===== src/hdl/svcr_pkg.sv =====
// Constants and types for the supervisor channel configuration registers
package svcr_pkg;

  // Register offsets
  localparam logic [7:0] SVCR_OFS_TEST_IRQ = 8'h1c;
  localparam logic [7:0] SVCR_OFS_VENDOR_IRQ = 8'h1d;
  localparam logic [7:0] SVCR_OFS_CH_EN = 8'h1e;
  localparam logic [7:0] SVCR_OFS_RANGE = 8'h1f;
  localparam logic [7:0] SVCR_OFS_CH1_UV = 8'h20;
  localparam logic [7:0] SVCR_OFS_CH1_OV = 8'h21;
  localparam logic [7:0] SVCR_OFS_CH1_DEB = 8'h24;

  // Writable bit masks
  localparam logic [7:0] SVCR_TEST_IRQ_MASK = 8'h0b;
  localparam logic [7:0] SVCR_VENDOR_IRQ_MASK = 8'ha0;

  // Field positions
  localparam int SVCR_SEC_BIT = 3;
  localparam int SVCR_DONE_BIT = 1;
  localparam int SVCR_FAIL_BIT = 0;
  localparam int SVCR_CRC_BIT = 7;
  localparam int SVCR_DISAGREE_BIT = 5;
  localparam int SVCR_OVERVOLT_SETTLE_CODE_LSB = 4;
  localparam int SVCR_UNDERVOLT_SETTLE_CODE_LSB = 0;

  // Reset values (variant defaults are arbitrary plain values)
  localparam logic [7:0] SVCR_TEST_IRQ_RST = 8'h00;
  localparam logic [7:0] SVCR_VENDOR_IRQ_RST = 8'h00;
  localparam logic [3:0] SVCR_CH_EN_HI_RST = 4'h0;
  localparam logic [3:0] SVCR_CH_EN_LO_RST = 4'h0;
  localparam logic [3:0] SVCR_RANGE_HI_RST = 4'h0;
  localparam logic [3:0] SVCR_RANGE_LO_RST = 4'h0;
  localparam logic [7:0] SVCR_CH1_UV_RST = 8'h00;
  localparam logic [7:0] SVCR_CH1_OV_RST = 8'h00;
  localparam logic [3:0] SVCR_OVERVOLT_SETTLE_CODE_RST = 4'h0;
  localparam logic [3:0] SVCR_UNDERVOLT_SETTLE_CODE_RST = 4'h0;

  // Threshold scaling in millivolts
  localparam int SVCR_LOW_BASE_MV = 200;
  localparam int SVCR_LOW_STEP_MV = 5;
  localparam int SVCR_HIGH_BASE_MV = 800;
  localparam int SVCR_HIGH_STEP_MV = 20;

  // Debounce timing
  localparam int SVCR_CLK_PERIOD_NS = 100;
  localparam int SVCR_DEB_BASE_NS = 100;
  localparam int SVCR_DEB_BASE_CYC = (SVCR_DEB_BASE_NS + SVCR_CLK_PERIOD_NS - 1)
                                     / SVCR_CLK_PERIOD_NS;
  localparam logic [3:0] SVCR_DEB_MAX_CODE = 4'ha;

  typedef struct packed {
    logic sec;
    logic done;
    logic fail;
    logic crc;
    logic disagree;
  } svcr_irq_t;

  typedef struct packed {
    logic [7:0] test_irq;
    logic [7:0] vendor_irq;
    logic [7:0] ch_en;
    logic [7:0] range;
    logic [7:0] uv_code;
    logic [7:0] ov_code;
    logic [7:0] deb;
    logic [10:0] uv_cnt;
    logic [10:0] ov_cnt;
    logic uv_fault;
    logic ov_fault;
    logic [12:0] uv_mv;
    logic [12:0] ov_mv;
    svcr_irq_t irq;
    logic [7:0] rdata;
  } svcr_state_t;

endpackage


===== src/hdl/svcr_channel_regs.sv =====
// Channel configuration register slice of a multichannel voltage supervisor
// How it works
// - Test bit 3 gates corrected-memory-error interrupt
// - Test bit 1 gates self-test done interrupt
// - Test bit 0 gates self-test fail interrupt
// - Vendor bit 7 maps startup CRC failure
// - Vendor bit 5 maps reset-output disagreement
// - Enable bit k monitors channel k+1
// - Upper enables reset zero, lower variant default
// - Range bit k: 0 gives 1x, 1 gives 4x
// - Channel 1 undervoltage 8-bit threshold code
// - Channel 1 overvoltage 8-bit threshold code
// - 1x maps 0.2 V upward, 5 mV steps
// - 4x maps 0.8 V upward, 20 mV steps
// - Overvoltage fault waits stable debounce time
// - Undervoltage fault waits stable debounce time
// - Code doubles from 0.1 us, caps 102.4 us
`timescale 1ns/1ps
`default_nettype none

module svcr_channel_regs
  import svcr_pkg::*;
#(
  parameter logic [7:0] TEST_IRQ_RST = SVCR_TEST_IRQ_RST,
  parameter logic [3:0] CH_EN_LO_RST = SVCR_CH_EN_LO_RST,
  parameter logic [3:0] RANGE_LO_RST = SVCR_RANGE_LO_RST,
  parameter logic [7:0] CH1_UV_RST = SVCR_CH1_UV_RST,
  parameter logic [7:0] CH1_OV_RST = SVCR_CH1_OV_RST,
  parameter logic [3:0] UNDERVOLT_SETTLE_CODE_RST = SVCR_UNDERVOLT_SETTLE_CODE_RST
) (
  // Clock and reset
  input wire logic clock,
  input wire logic rst_b,
  // Register port
  input wire logic [7:0] reg_addr,
  input wire logic reg_wr,
  input wire logic [7:0] reg_wdata,
  input wire logic reg_rd,
  output logic [7:0] reg_rdata,
  // Internal fault events
  input wire logic sec_event,
  input wire logic selftest_done,
  input wire logic selftest_fail,
  input wire logic startup_crc_fail,
  input wire logic reset_output_disagree,
  output var svcr_irq_t irq_req,
  // Channel settings
  output logic [7:0] channel_monitor_enable,
  output logic [7:0] channel_range_scale,
  output logic [7:0] fast_undervolt_threshold,
  output logic [7:0] fast_overvolt_threshold,
  output logic [12:0] ch1_undervolt_mv,
  output logic [12:0] ch1_overvolt_mv,
  output logic [3:0] overvolt_settle_code,
  output logic [3:0] undervolt_settle_code,
  // Channel 1 comparators and faults
  input wire logic ch1_uv_cmp,
  input wire logic ch1_ov_cmp,
  output logic ch1_uv_fault,
  output logic ch1_ov_fault
);

  svcr_state_t s_q;
  svcr_state_t s_d;
  logic [10:0] uv_limit;
  logic [10:0] ov_limit;

  function automatic logic [12:0] thr_mv(input logic [7:0] code, input logic scale);
    int mv;
    mv = scale ? SVCR_HIGH_BASE_MV + int'(code) * SVCR_HIGH_STEP_MV
               : SVCR_LOW_BASE_MV + int'(code) * SVCR_LOW_STEP_MV;
    return mv[12:0];
  endfunction

  function automatic logic [10:0] deb_cycles(input logic [3:0] code);
    int cyc;
    cyc = (code >= SVCR_DEB_MAX_CODE) ? (SVCR_DEB_BASE_CYC << int'(SVCR_DEB_MAX_CODE))
                                      : (SVCR_DEB_BASE_CYC << int'(code));
    return cyc[10:0];
  endfunction

  assign uv_limit = deb_cycles(s_q.deb[SVCR_UNDERVOLT_SETTLE_CODE_LSB +: 4]);
  assign ov_limit = deb_cycles(s_q.deb[SVCR_OVERVOLT_SETTLE_CODE_LSB +: 4]);

  always_comb begin
    s_d = s_q;
    // Register writes, reserved bits masked
    if (reg_wr) begin
      case (reg_addr)
        SVCR_OFS_TEST_IRQ: s_d.test_irq = reg_wdata & SVCR_TEST_IRQ_MASK;
        SVCR_OFS_VENDOR_IRQ: s_d.vendor_irq = reg_wdata & SVCR_VENDOR_IRQ_MASK;
        SVCR_OFS_CH_EN: s_d.ch_en = reg_wdata;
        SVCR_OFS_RANGE: s_d.range = reg_wdata;
        SVCR_OFS_CH1_UV: s_d.uv_code = reg_wdata;
        SVCR_OFS_CH1_OV: s_d.ov_code = reg_wdata;
        SVCR_OFS_CH1_DEB: s_d.deb = reg_wdata;
        default: s_d.deb = s_q.deb;
      endcase
    end
    // Interrupt gating
    s_d.irq.sec = sec_event & s_q.test_irq[SVCR_SEC_BIT];
    s_d.irq.done = selftest_done & s_q.test_irq[SVCR_DONE_BIT];
    s_d.irq.fail = selftest_fail & s_q.test_irq[SVCR_FAIL_BIT];
    s_d.irq.crc = startup_crc_fail & s_q.vendor_irq[SVCR_CRC_BIT];
    s_d.irq.disagree = reset_output_disagree & s_q.vendor_irq[SVCR_DISAGREE_BIT];
    // Threshold voltages
    s_d.uv_mv = thr_mv(s_q.uv_code, s_q.range[0]);
    s_d.ov_mv = thr_mv(s_q.ov_code, s_q.range[0]);
    // Undervoltage debounce
    if (!s_q.ch_en[0] || !ch1_uv_cmp) begin
      s_d.uv_cnt = '0;
      s_d.uv_fault = 1'b0;
    end else begin
      if (s_q.uv_cnt < uv_limit) begin
        s_d.uv_cnt = s_q.uv_cnt + 11'h001;
      end
      s_d.uv_fault = (s_q.uv_cnt + 11'h001) >= uv_limit;
    end
    // Overvoltage debounce
    if (!s_q.ch_en[0] || !ch1_ov_cmp) begin
      s_d.ov_cnt = '0;
      s_d.ov_fault = 1'b0;
    end else begin
      if (s_q.ov_cnt < ov_limit) begin
        s_d.ov_cnt = s_q.ov_cnt + 11'h001;
      end
      s_d.ov_fault = (s_q.ov_cnt + 11'h001) >= ov_limit;
    end
    // Register reads
    if (reg_rd) begin
      case (reg_addr)
        SVCR_OFS_TEST_IRQ: s_d.rdata = s_q.test_irq;
        SVCR_OFS_VENDOR_IRQ: s_d.rdata = s_q.vendor_irq;
        SVCR_OFS_CH_EN: s_d.rdata = s_q.ch_en;
        SVCR_OFS_RANGE: s_d.rdata = s_q.range;
        SVCR_OFS_CH1_UV: s_d.rdata = s_q.uv_code;
        SVCR_OFS_CH1_OV: s_d.rdata = s_q.ov_code;
        SVCR_OFS_CH1_DEB: s_d.rdata = s_q.deb;
        default: s_d.rdata = 8'h00;
      endcase
    end
  end

  always_ff @(posedge clock) begin
    if (!rst_b) begin
      s_q <= '0;
      s_q.test_irq <= TEST_IRQ_RST & SVCR_TEST_IRQ_MASK;
      s_q.vendor_irq <= SVCR_VENDOR_IRQ_RST;
      s_q.ch_en <= {SVCR_CH_EN_HI_RST, CH_EN_LO_RST};
      s_q.range <= {SVCR_RANGE_HI_RST, RANGE_LO_RST};
      s_q.uv_code <= CH1_UV_RST;
      s_q.ov_code <= CH1_OV_RST;
      s_q.deb <= {SVCR_OVERVOLT_SETTLE_CODE_RST, UNDERVOLT_SETTLE_CODE_RST};
    end else begin
      s_q <= s_d;
    end
  end

  assign reg_rdata = s_q.rdata;
  assign irq_req = s_q.irq;
  assign channel_monitor_enable = s_q.ch_en;
  assign channel_range_scale = s_q.range;
  assign fast_undervolt_threshold = s_q.uv_code;
  assign fast_overvolt_threshold = s_q.ov_code;
  assign ch1_undervolt_mv = s_q.uv_mv;
  assign ch1_overvolt_mv = s_q.ov_mv;
  assign overvolt_settle_code = s_q.deb[SVCR_OVERVOLT_SETTLE_CODE_LSB +: 4];
  assign undervolt_settle_code = s_q.deb[SVCR_UNDERVOLT_SETTLE_CODE_LSB +: 4];
  assign ch1_uv_fault = s_q.uv_fault;
  assign ch1_ov_fault = s_q.ov_fault;
endmodule

`default_nettype wire


===== config.mk =====
export PLATFORM = sky130hd
export DESIGN_NAME = svcr_channel_regs
export DESIGN_NICKNAME = d
export VERILOG_FILES = /design/src/hdl/svcr_pkg.sv /design/src/hdl/svcr_channel_regs.sv
export SDC_FILE = /design/constraint.sdc
export NUM_CORES = 1
export LEC_CHECK = 0
export CAP_MARGIN = 30
export CORE_MARGIN = 3
export CORE_UTILIZATION = 55
export CTS_CLUSTER_DIAMETER = 30
export CTS_CLUSTER_SIZE = 25
export DETAILED_ROUTE_END_ITERATION = 10
export DONT_BUFFER_PORTS = 1
export PLACE_DENSITY = 0.69
export SLEW_MARGIN = 20
export SYNTH_ARGS = -nofsm -noshare
export SYNTH_HDL_FRONTEND = slang
export SYNTH_SLANG_ARGS = --single-unit
export TNS_END_PERCENT = 1

===== constraint.sdc =====
create_clock -name clock -period 2.9 [get_ports clock]
set_input_delay 0.58 -clock clock [delete_from_list [all_inputs] [get_ports clock]]
set_output_delay 0.58 -clock clock [all_outputs]
set_load 0.03 [all_outputs]

* Word-level counts from Yosys, hierarchy flattened
Cells that the tools add are included.
** Storage, ports and cells
- Output and inout port bits :: 81
- Input bits :: 27
- Memories :: 0
- ROM bits :: 0
- Memory bits (writable) :: 0
- Word-level logic and storage cells :: 69
- Latch bits :: 0
- Flip-flop bits (word level) :: 108
** Cells by class
- Reduce and logical (&&, ||, !) cells :: 14
- Multiply operators :: 4
- Shift-type cells :: 2
- Multiplexer cells :: 5
- Magnitude comparators :: 6
- Equal/unequal tests :: 7
- Bitwise operators :: 6
- Add/sub/neg operators :: 6
- Div/mod/pow operators :: 0
** Operators by type and width (number)
- 8-bit case mux with 7 select lines :: 1
- 8-bit by 3-bit multiplier with 11-bit output (second input constant) :: 4
- 8-bit by 5-bit equality test with 1-bit output (second input constant) :: 4
- 10-bit by 13-bit adder with 13-bit output (first input constant) :: 2
- 13-bit 2-to-1 mux :: 2
- 8-bit by 11-bit adder with 12-bit output (first input constant) :: 2
- 8-bit by 6-bit equality test with 1-bit output (second input constant) :: 3
- 11-bit by 1-bit adder with 11-bit output (second input constant) :: 2
- 11-bit >= comparator :: 2
- 11-bit less-than comparator :: 2
- 11-bit 2-to-1 mux :: 2
- 1-bit by 4-bit << shifter with 11-bit output (first input constant) :: 2
- 2-bit AND reduction :: 7
- 4-bit >= comparator (second input constant) :: 2
- 1-bit AND :: 5
- 2-bit OR reduction :: 2
- 1-bit zero test :: 3
- 1-bit logical OR :: 2
- 1-bit NOT :: 1

* Depth between registers and ports, before layout
- Depth after elaboration :: 3
- Depth in mapped cells :: 13
- Mapped depth without buffers :: 13

* Worst setup path before layout
No wires, ideal clock.
- Kind :: register -> register
- From :: reg s_q (netlist bit overvolt_settle_code[2])
- To :: reg s_q[48] (netlist name)
- Setup slack :: 0.475 ns
- Arrival :: 2.351 ns
- Library setup time :: 0.074 ns
- Data required time :: 2.826 ns
- Clock period less this slack :: 2.425 ns
- Cell stages (with the launch flop) :: 11
- Buffers on the path :: 1
- Cell sequence :: dfxtp_1 > nor2b_1 > nand2_1 > ha_1 > a21o_1 > a21oi_2 > o21ai_1 > or2_1 > buf_6 > or4_1 > a21oi_1
** On the way
- Longest elaborated chain between the ends :: 3
- Elaborated cells between the ends (all ways) :: 4
- Classes of those cells :: 2 x order compare; 1 x shift; 1 x mux
** RTL lines
- start, declared :: line svcr_channel_regs.sv:63 : svcr_state_t s_q;
- 4-bit >= comparator or 1-bit by 4-bit << shifter with 11-bit output (tied branches) :: line svcr_channel_regs.sv:77, svcr_channel_regs.sv:78
- 11-bit 2-to-1 mux (*) :: line svcr_channel_regs.sv:77 : cyc = (code >= SVCR_DEB_MAX_CODE) ? (SVCR_DEB_BASE_CYC << int'(SVCR_DEB_MAX_CODE))
- 11-bit less-than comparator (*) :: line svcr_channel_regs.sv:124 : if (s_q.ov_cnt < ov_limit) begin
Mark *: on every way between the ends. The rest lies on a longest branch, timed or not.
A chain may end at the register's enable or synchronous reset.

* Worst setup path after layout
- From :: reg s_q[46] (netlist name)
- To :: reg s_q (netlist bit ch1_ov_fault)
** On the way
- Longest elaborated chain between the ends :: 2
** RTL lines
- 11-bit by 1-bit adder with 11-bit output :: line svcr_channel_regs.sv:127 : s_d.ov_fault = (s_q.ov_cnt + 11'h001) >= ov_limit;
- 11-bit >= comparator :: line svcr_channel_regs.sv:127
No other way between the ends.

==> flow_summary_export.csv <==
group,metric,value,unit
sta,max_freq,367.6,MHz
layout,diodes,0,
synth,async_reset_ff_share,0,%
cts,cts.sinks,108,
global_routing,antenna_found_initial,0,
floorplan,start_util,56.99,%
placed_design,numPortBuffers,0,
floorplan,dieArea,16090,um^2
synth,netlist_area,8033,um^2
global_routing,grt_overflow,0,
sta,hold_viol,0,
synth,syn_inst,935,
critical_path,crit_path_cell_trace,"nand3_1, or3_1, nor3_1, xnor2_1, ha_1, or4_1, a21oi_1, a211oi_1",
cts,clkLatencyLatePin,0.35,ns
power_and_ir_drop,pwr_density_cell,344.3,nW/um^2
outcome,status,"finished, final reports clean",
synth,avgSynthCellArea,8.591,um^2
critical_path,slowest_delay,0.47,ns
synth,synth_cell_type_count,61,
synth,synth.most_common_cell,"dfxtp_1",
sta,maxSlewHeadroom,43.48,%
global_routing,grt_pass1_vias,6285,
synth,synth_top_area_share,26.92,%
floorplan,std_cell_rows,43,
synth,synthTopCellsByArea,"dfxtp_1 27%, ha_1 14%, buf_4 7.7%",
sta,fin_ws,0.1793,ns
cts,cts_made_buffers,9,
drt,drt_iter0_markers,351,
synth,synth-simple-area-share,19.63,%
drt,drc,0,
cts,cts_tree,"built",
layout,multi_input_area,4956,um^2
layout,area.sequential,2162,um^2
critical_path,cp-start-kind,"register",
synth,synth_top_area_cell,"dfxtp_1",
drt,wirelength,18.86,mm
synth,synth_ff_type,"dfxtp_1",
placed_design,place_hpwl,14.92,mm
critical_path,critPathArrivalTime,2.94,ns
sta,whs,0.3215,ns
layout,nets,996,
synth,yosysSeqAreaShare,26.92,%
floorplan,coreArea,14100,um^2
sta,tightest_slew,0.8466,ns
drt,viasPerCell,5.888,
global_routing,grt_max_degree,77,
cts,cts_buffer_depth,2,
sta,maxSlewViolCount,0,
sta,skew,0.01126,ns
layout,fill_cells,1291,
global_routing,grt.total_usage,23.82,%
sta,setup_viol,0,
synth,ys_warn_count,0,
sta,setup_tns,0,ns
cts,cts_max_level,3,
drt,postRouteAntennaNets,0,
critical_path,crit_required,3.12,ns
power_and_ir_drop,p_leak,3.411,nW
synth,synth_top_family_by_area,"simple AND/OR/NAND/NOR gates",
power_and_ir_drop,power,0.002787,W
synth,synthAdderAreaFrac,16.20,%
synth,synth_compound_area_share,14.61,%
synth,synth.ff_latch_count,108,
layout,fin_util,57.42,%
min_path,min_path_type,"primary input to register",
floorplan,fp.dieH,126.9,um
drt,wl_per_cell,17.86,um
critical_path,cp_slowest_cell,"dfxtp_1",
drt,vias,6218,
sta,rsz0062_at_grt,"no",
synth,synth-edff-count,0,
run,max_cap_viol_count,0,
synth,synthMuxAreaShare,6.838,%
floorplan,die_x,126.9,um
layout,layout-drive-gt1-share,8.562,%
synth,syn-num-nets,1060,
critical_path,crit_fanout,6,
critical_path,endpoint_kind,"register",
cts,cts.clk_slew.worst_paths,0.08,ns
sta,fin_crit,2.721,ns
cts,cts_setup_buffers,0,
drt,drt_first_pass_iters,5,
sta,final.period_utilization,93.82,%
global_routing,grt_pass1_wl,31.35,mm
synth,synthTopCellsByCount,"108 x dfxtp_1, 88 x ha_1, 84 x nand2_1, 82 x buf_4, 56 x nor2b_1",
synth,synth_xor_area_share,4.361,%
critical_path,crit_type,"register to register",
placed_design,pre_cts_slack,0.2171,ns
floorplan,ios,108,
placed_design,routabilityCongestion,0.9173,
cts,cts-root-buf,"clkbuf_16",
power_and_ir_drop,vdd_drop_max,313.0,uV
layout,syn2layout_area_growth,0.7632,%
-- flip-flops by register name, indices dropped and copies added (netlist names) --
register and count:
undervolt_settle_code 4, ch1_overvolt_mv 13, channel_range_scale 8, overvolt_settle_code 4, fast_undervolt_threshold 8, ch1_ov_fault 1
ch1_undervolt_mv 13, fast_overvolt_threshold 8, s_q 27, reg_rdata 8, channel_monitor_enable 8, ch1_uv_fault 1
irq_req 5
-- per-stage QoR --
| step | instances | cell area (um^2) |
|---|---|---|
| after global placement | 1040 | 7789 |
| after floorplan | 935 | 8033 |
| after global routing | 1056 | 8094 |
| after CTS | 1056 | 8089 |
| final | 1056 | 8094 |
| after detailed placement | 1040 | 7789 |
-- layout make-up --
type | count | share of cell area [%]
Tap cell | 180 | 2.783
Timing Repair Buffer | 36 | 3.339
Multi-Input combinational cell | 668 | 61.23
Clock buffer | 10 | 2.953
Sequential cell | 108 | 26.71
Inverter | 48 | 2.226
Clock inverter | 6 | 0.7575
-- where the power goes --
part | total, W | internal (W) | switching (W)
combinational | 0.0000441 | 0.0000265 | 0.0000176
clock | 0.00124 | 0.000635 | 0.000603
sequential | 0.00151 | 0.00149 | 0.0000171
-- per-layer routing --
layer / global-route usage [%] / share of wire [%]
met3: 6.568 / 6.0
met4: 6.814 / 1.6
met5: 0 / 0
met1: 29.54 / 44
met2: 40.57 / 49
-- worst max-delay path, delay by kind of cell (launching register included) --
| family | cells | cell delay (ns) |
|---|---|---|
| adder cells (fa/ha/maj) | 1 | 0.26 |
| XOR/XNOR | 1 | 0.19 |
| flip-flops | 1 | 0.47 |
| AO/OA/AOI/OAI | 2 | 0.21 |
| AND/OR/NAND/NOR | 4 | 1.45 |
-- layout by cell type (no fill, tap or decap), types with 24 or more instances in the layout --
| master | Yosys | routed |
|---|---|---|
| ha_1 | 88 | 88 |
| dfxtp_1 | 108 | 108 |
| o21ai_0 | 34 | 34 |
| nor2b_1 | 56 | 54 |
| nor2_1 | 35 | 35 |
| xnor2_1 | 24 | 24 |
| inv_1 | 48 | 48 |
| nand2_1 | 84 | 84 |
| nand3_1 | 37 | 37 |
| a21oi_1 | 42 | 42 |
| buf_4 | 82 | 36 |
| mux2i_1 | 47 | 47 |
-- cells by family (layout without fill, tap and decap cells) --
family                     count (synthesis)  count (layout)
buffers and inverters                    159             100
and+or+nand+nor                          299             299
adders and majority gates                 98              98
DFF                                      108             108
AOI/OAI and AO/OA                        177             177
muxes                                     54              54
xor gates and xnor gates                  40              40
-- worst paths after layout --
check	from	to	slack, ns	depth (start not counted)
setup / recovery	s_q[46]$_SDFFE_PP0N_	ch1_ov_fault$_SDFF_PP0_	0.18	8
hold / removal	reg_rd	reg_rdata[2]$_SDFFE_PN0P_	0.32	1
setup reg to reg	s_q[46]$_SDFFE_PP0N_	ch1_ov_fault$_SDFF_PP0_	0.18	8
hold reg to reg	s_q[50]$_SDFFE_PP0N_	s_q[50]$_SDFFE_PP0N_	0.50	2
-- repair_timing --
action | in CTS | in global routing
resized for setup | 0 | 2
hold buffers | 0 | 0
endpoints found under the hold margin | 0 | 0
setup endpoints to repair | 0 | 4
(Power assumes the default switching activity.)
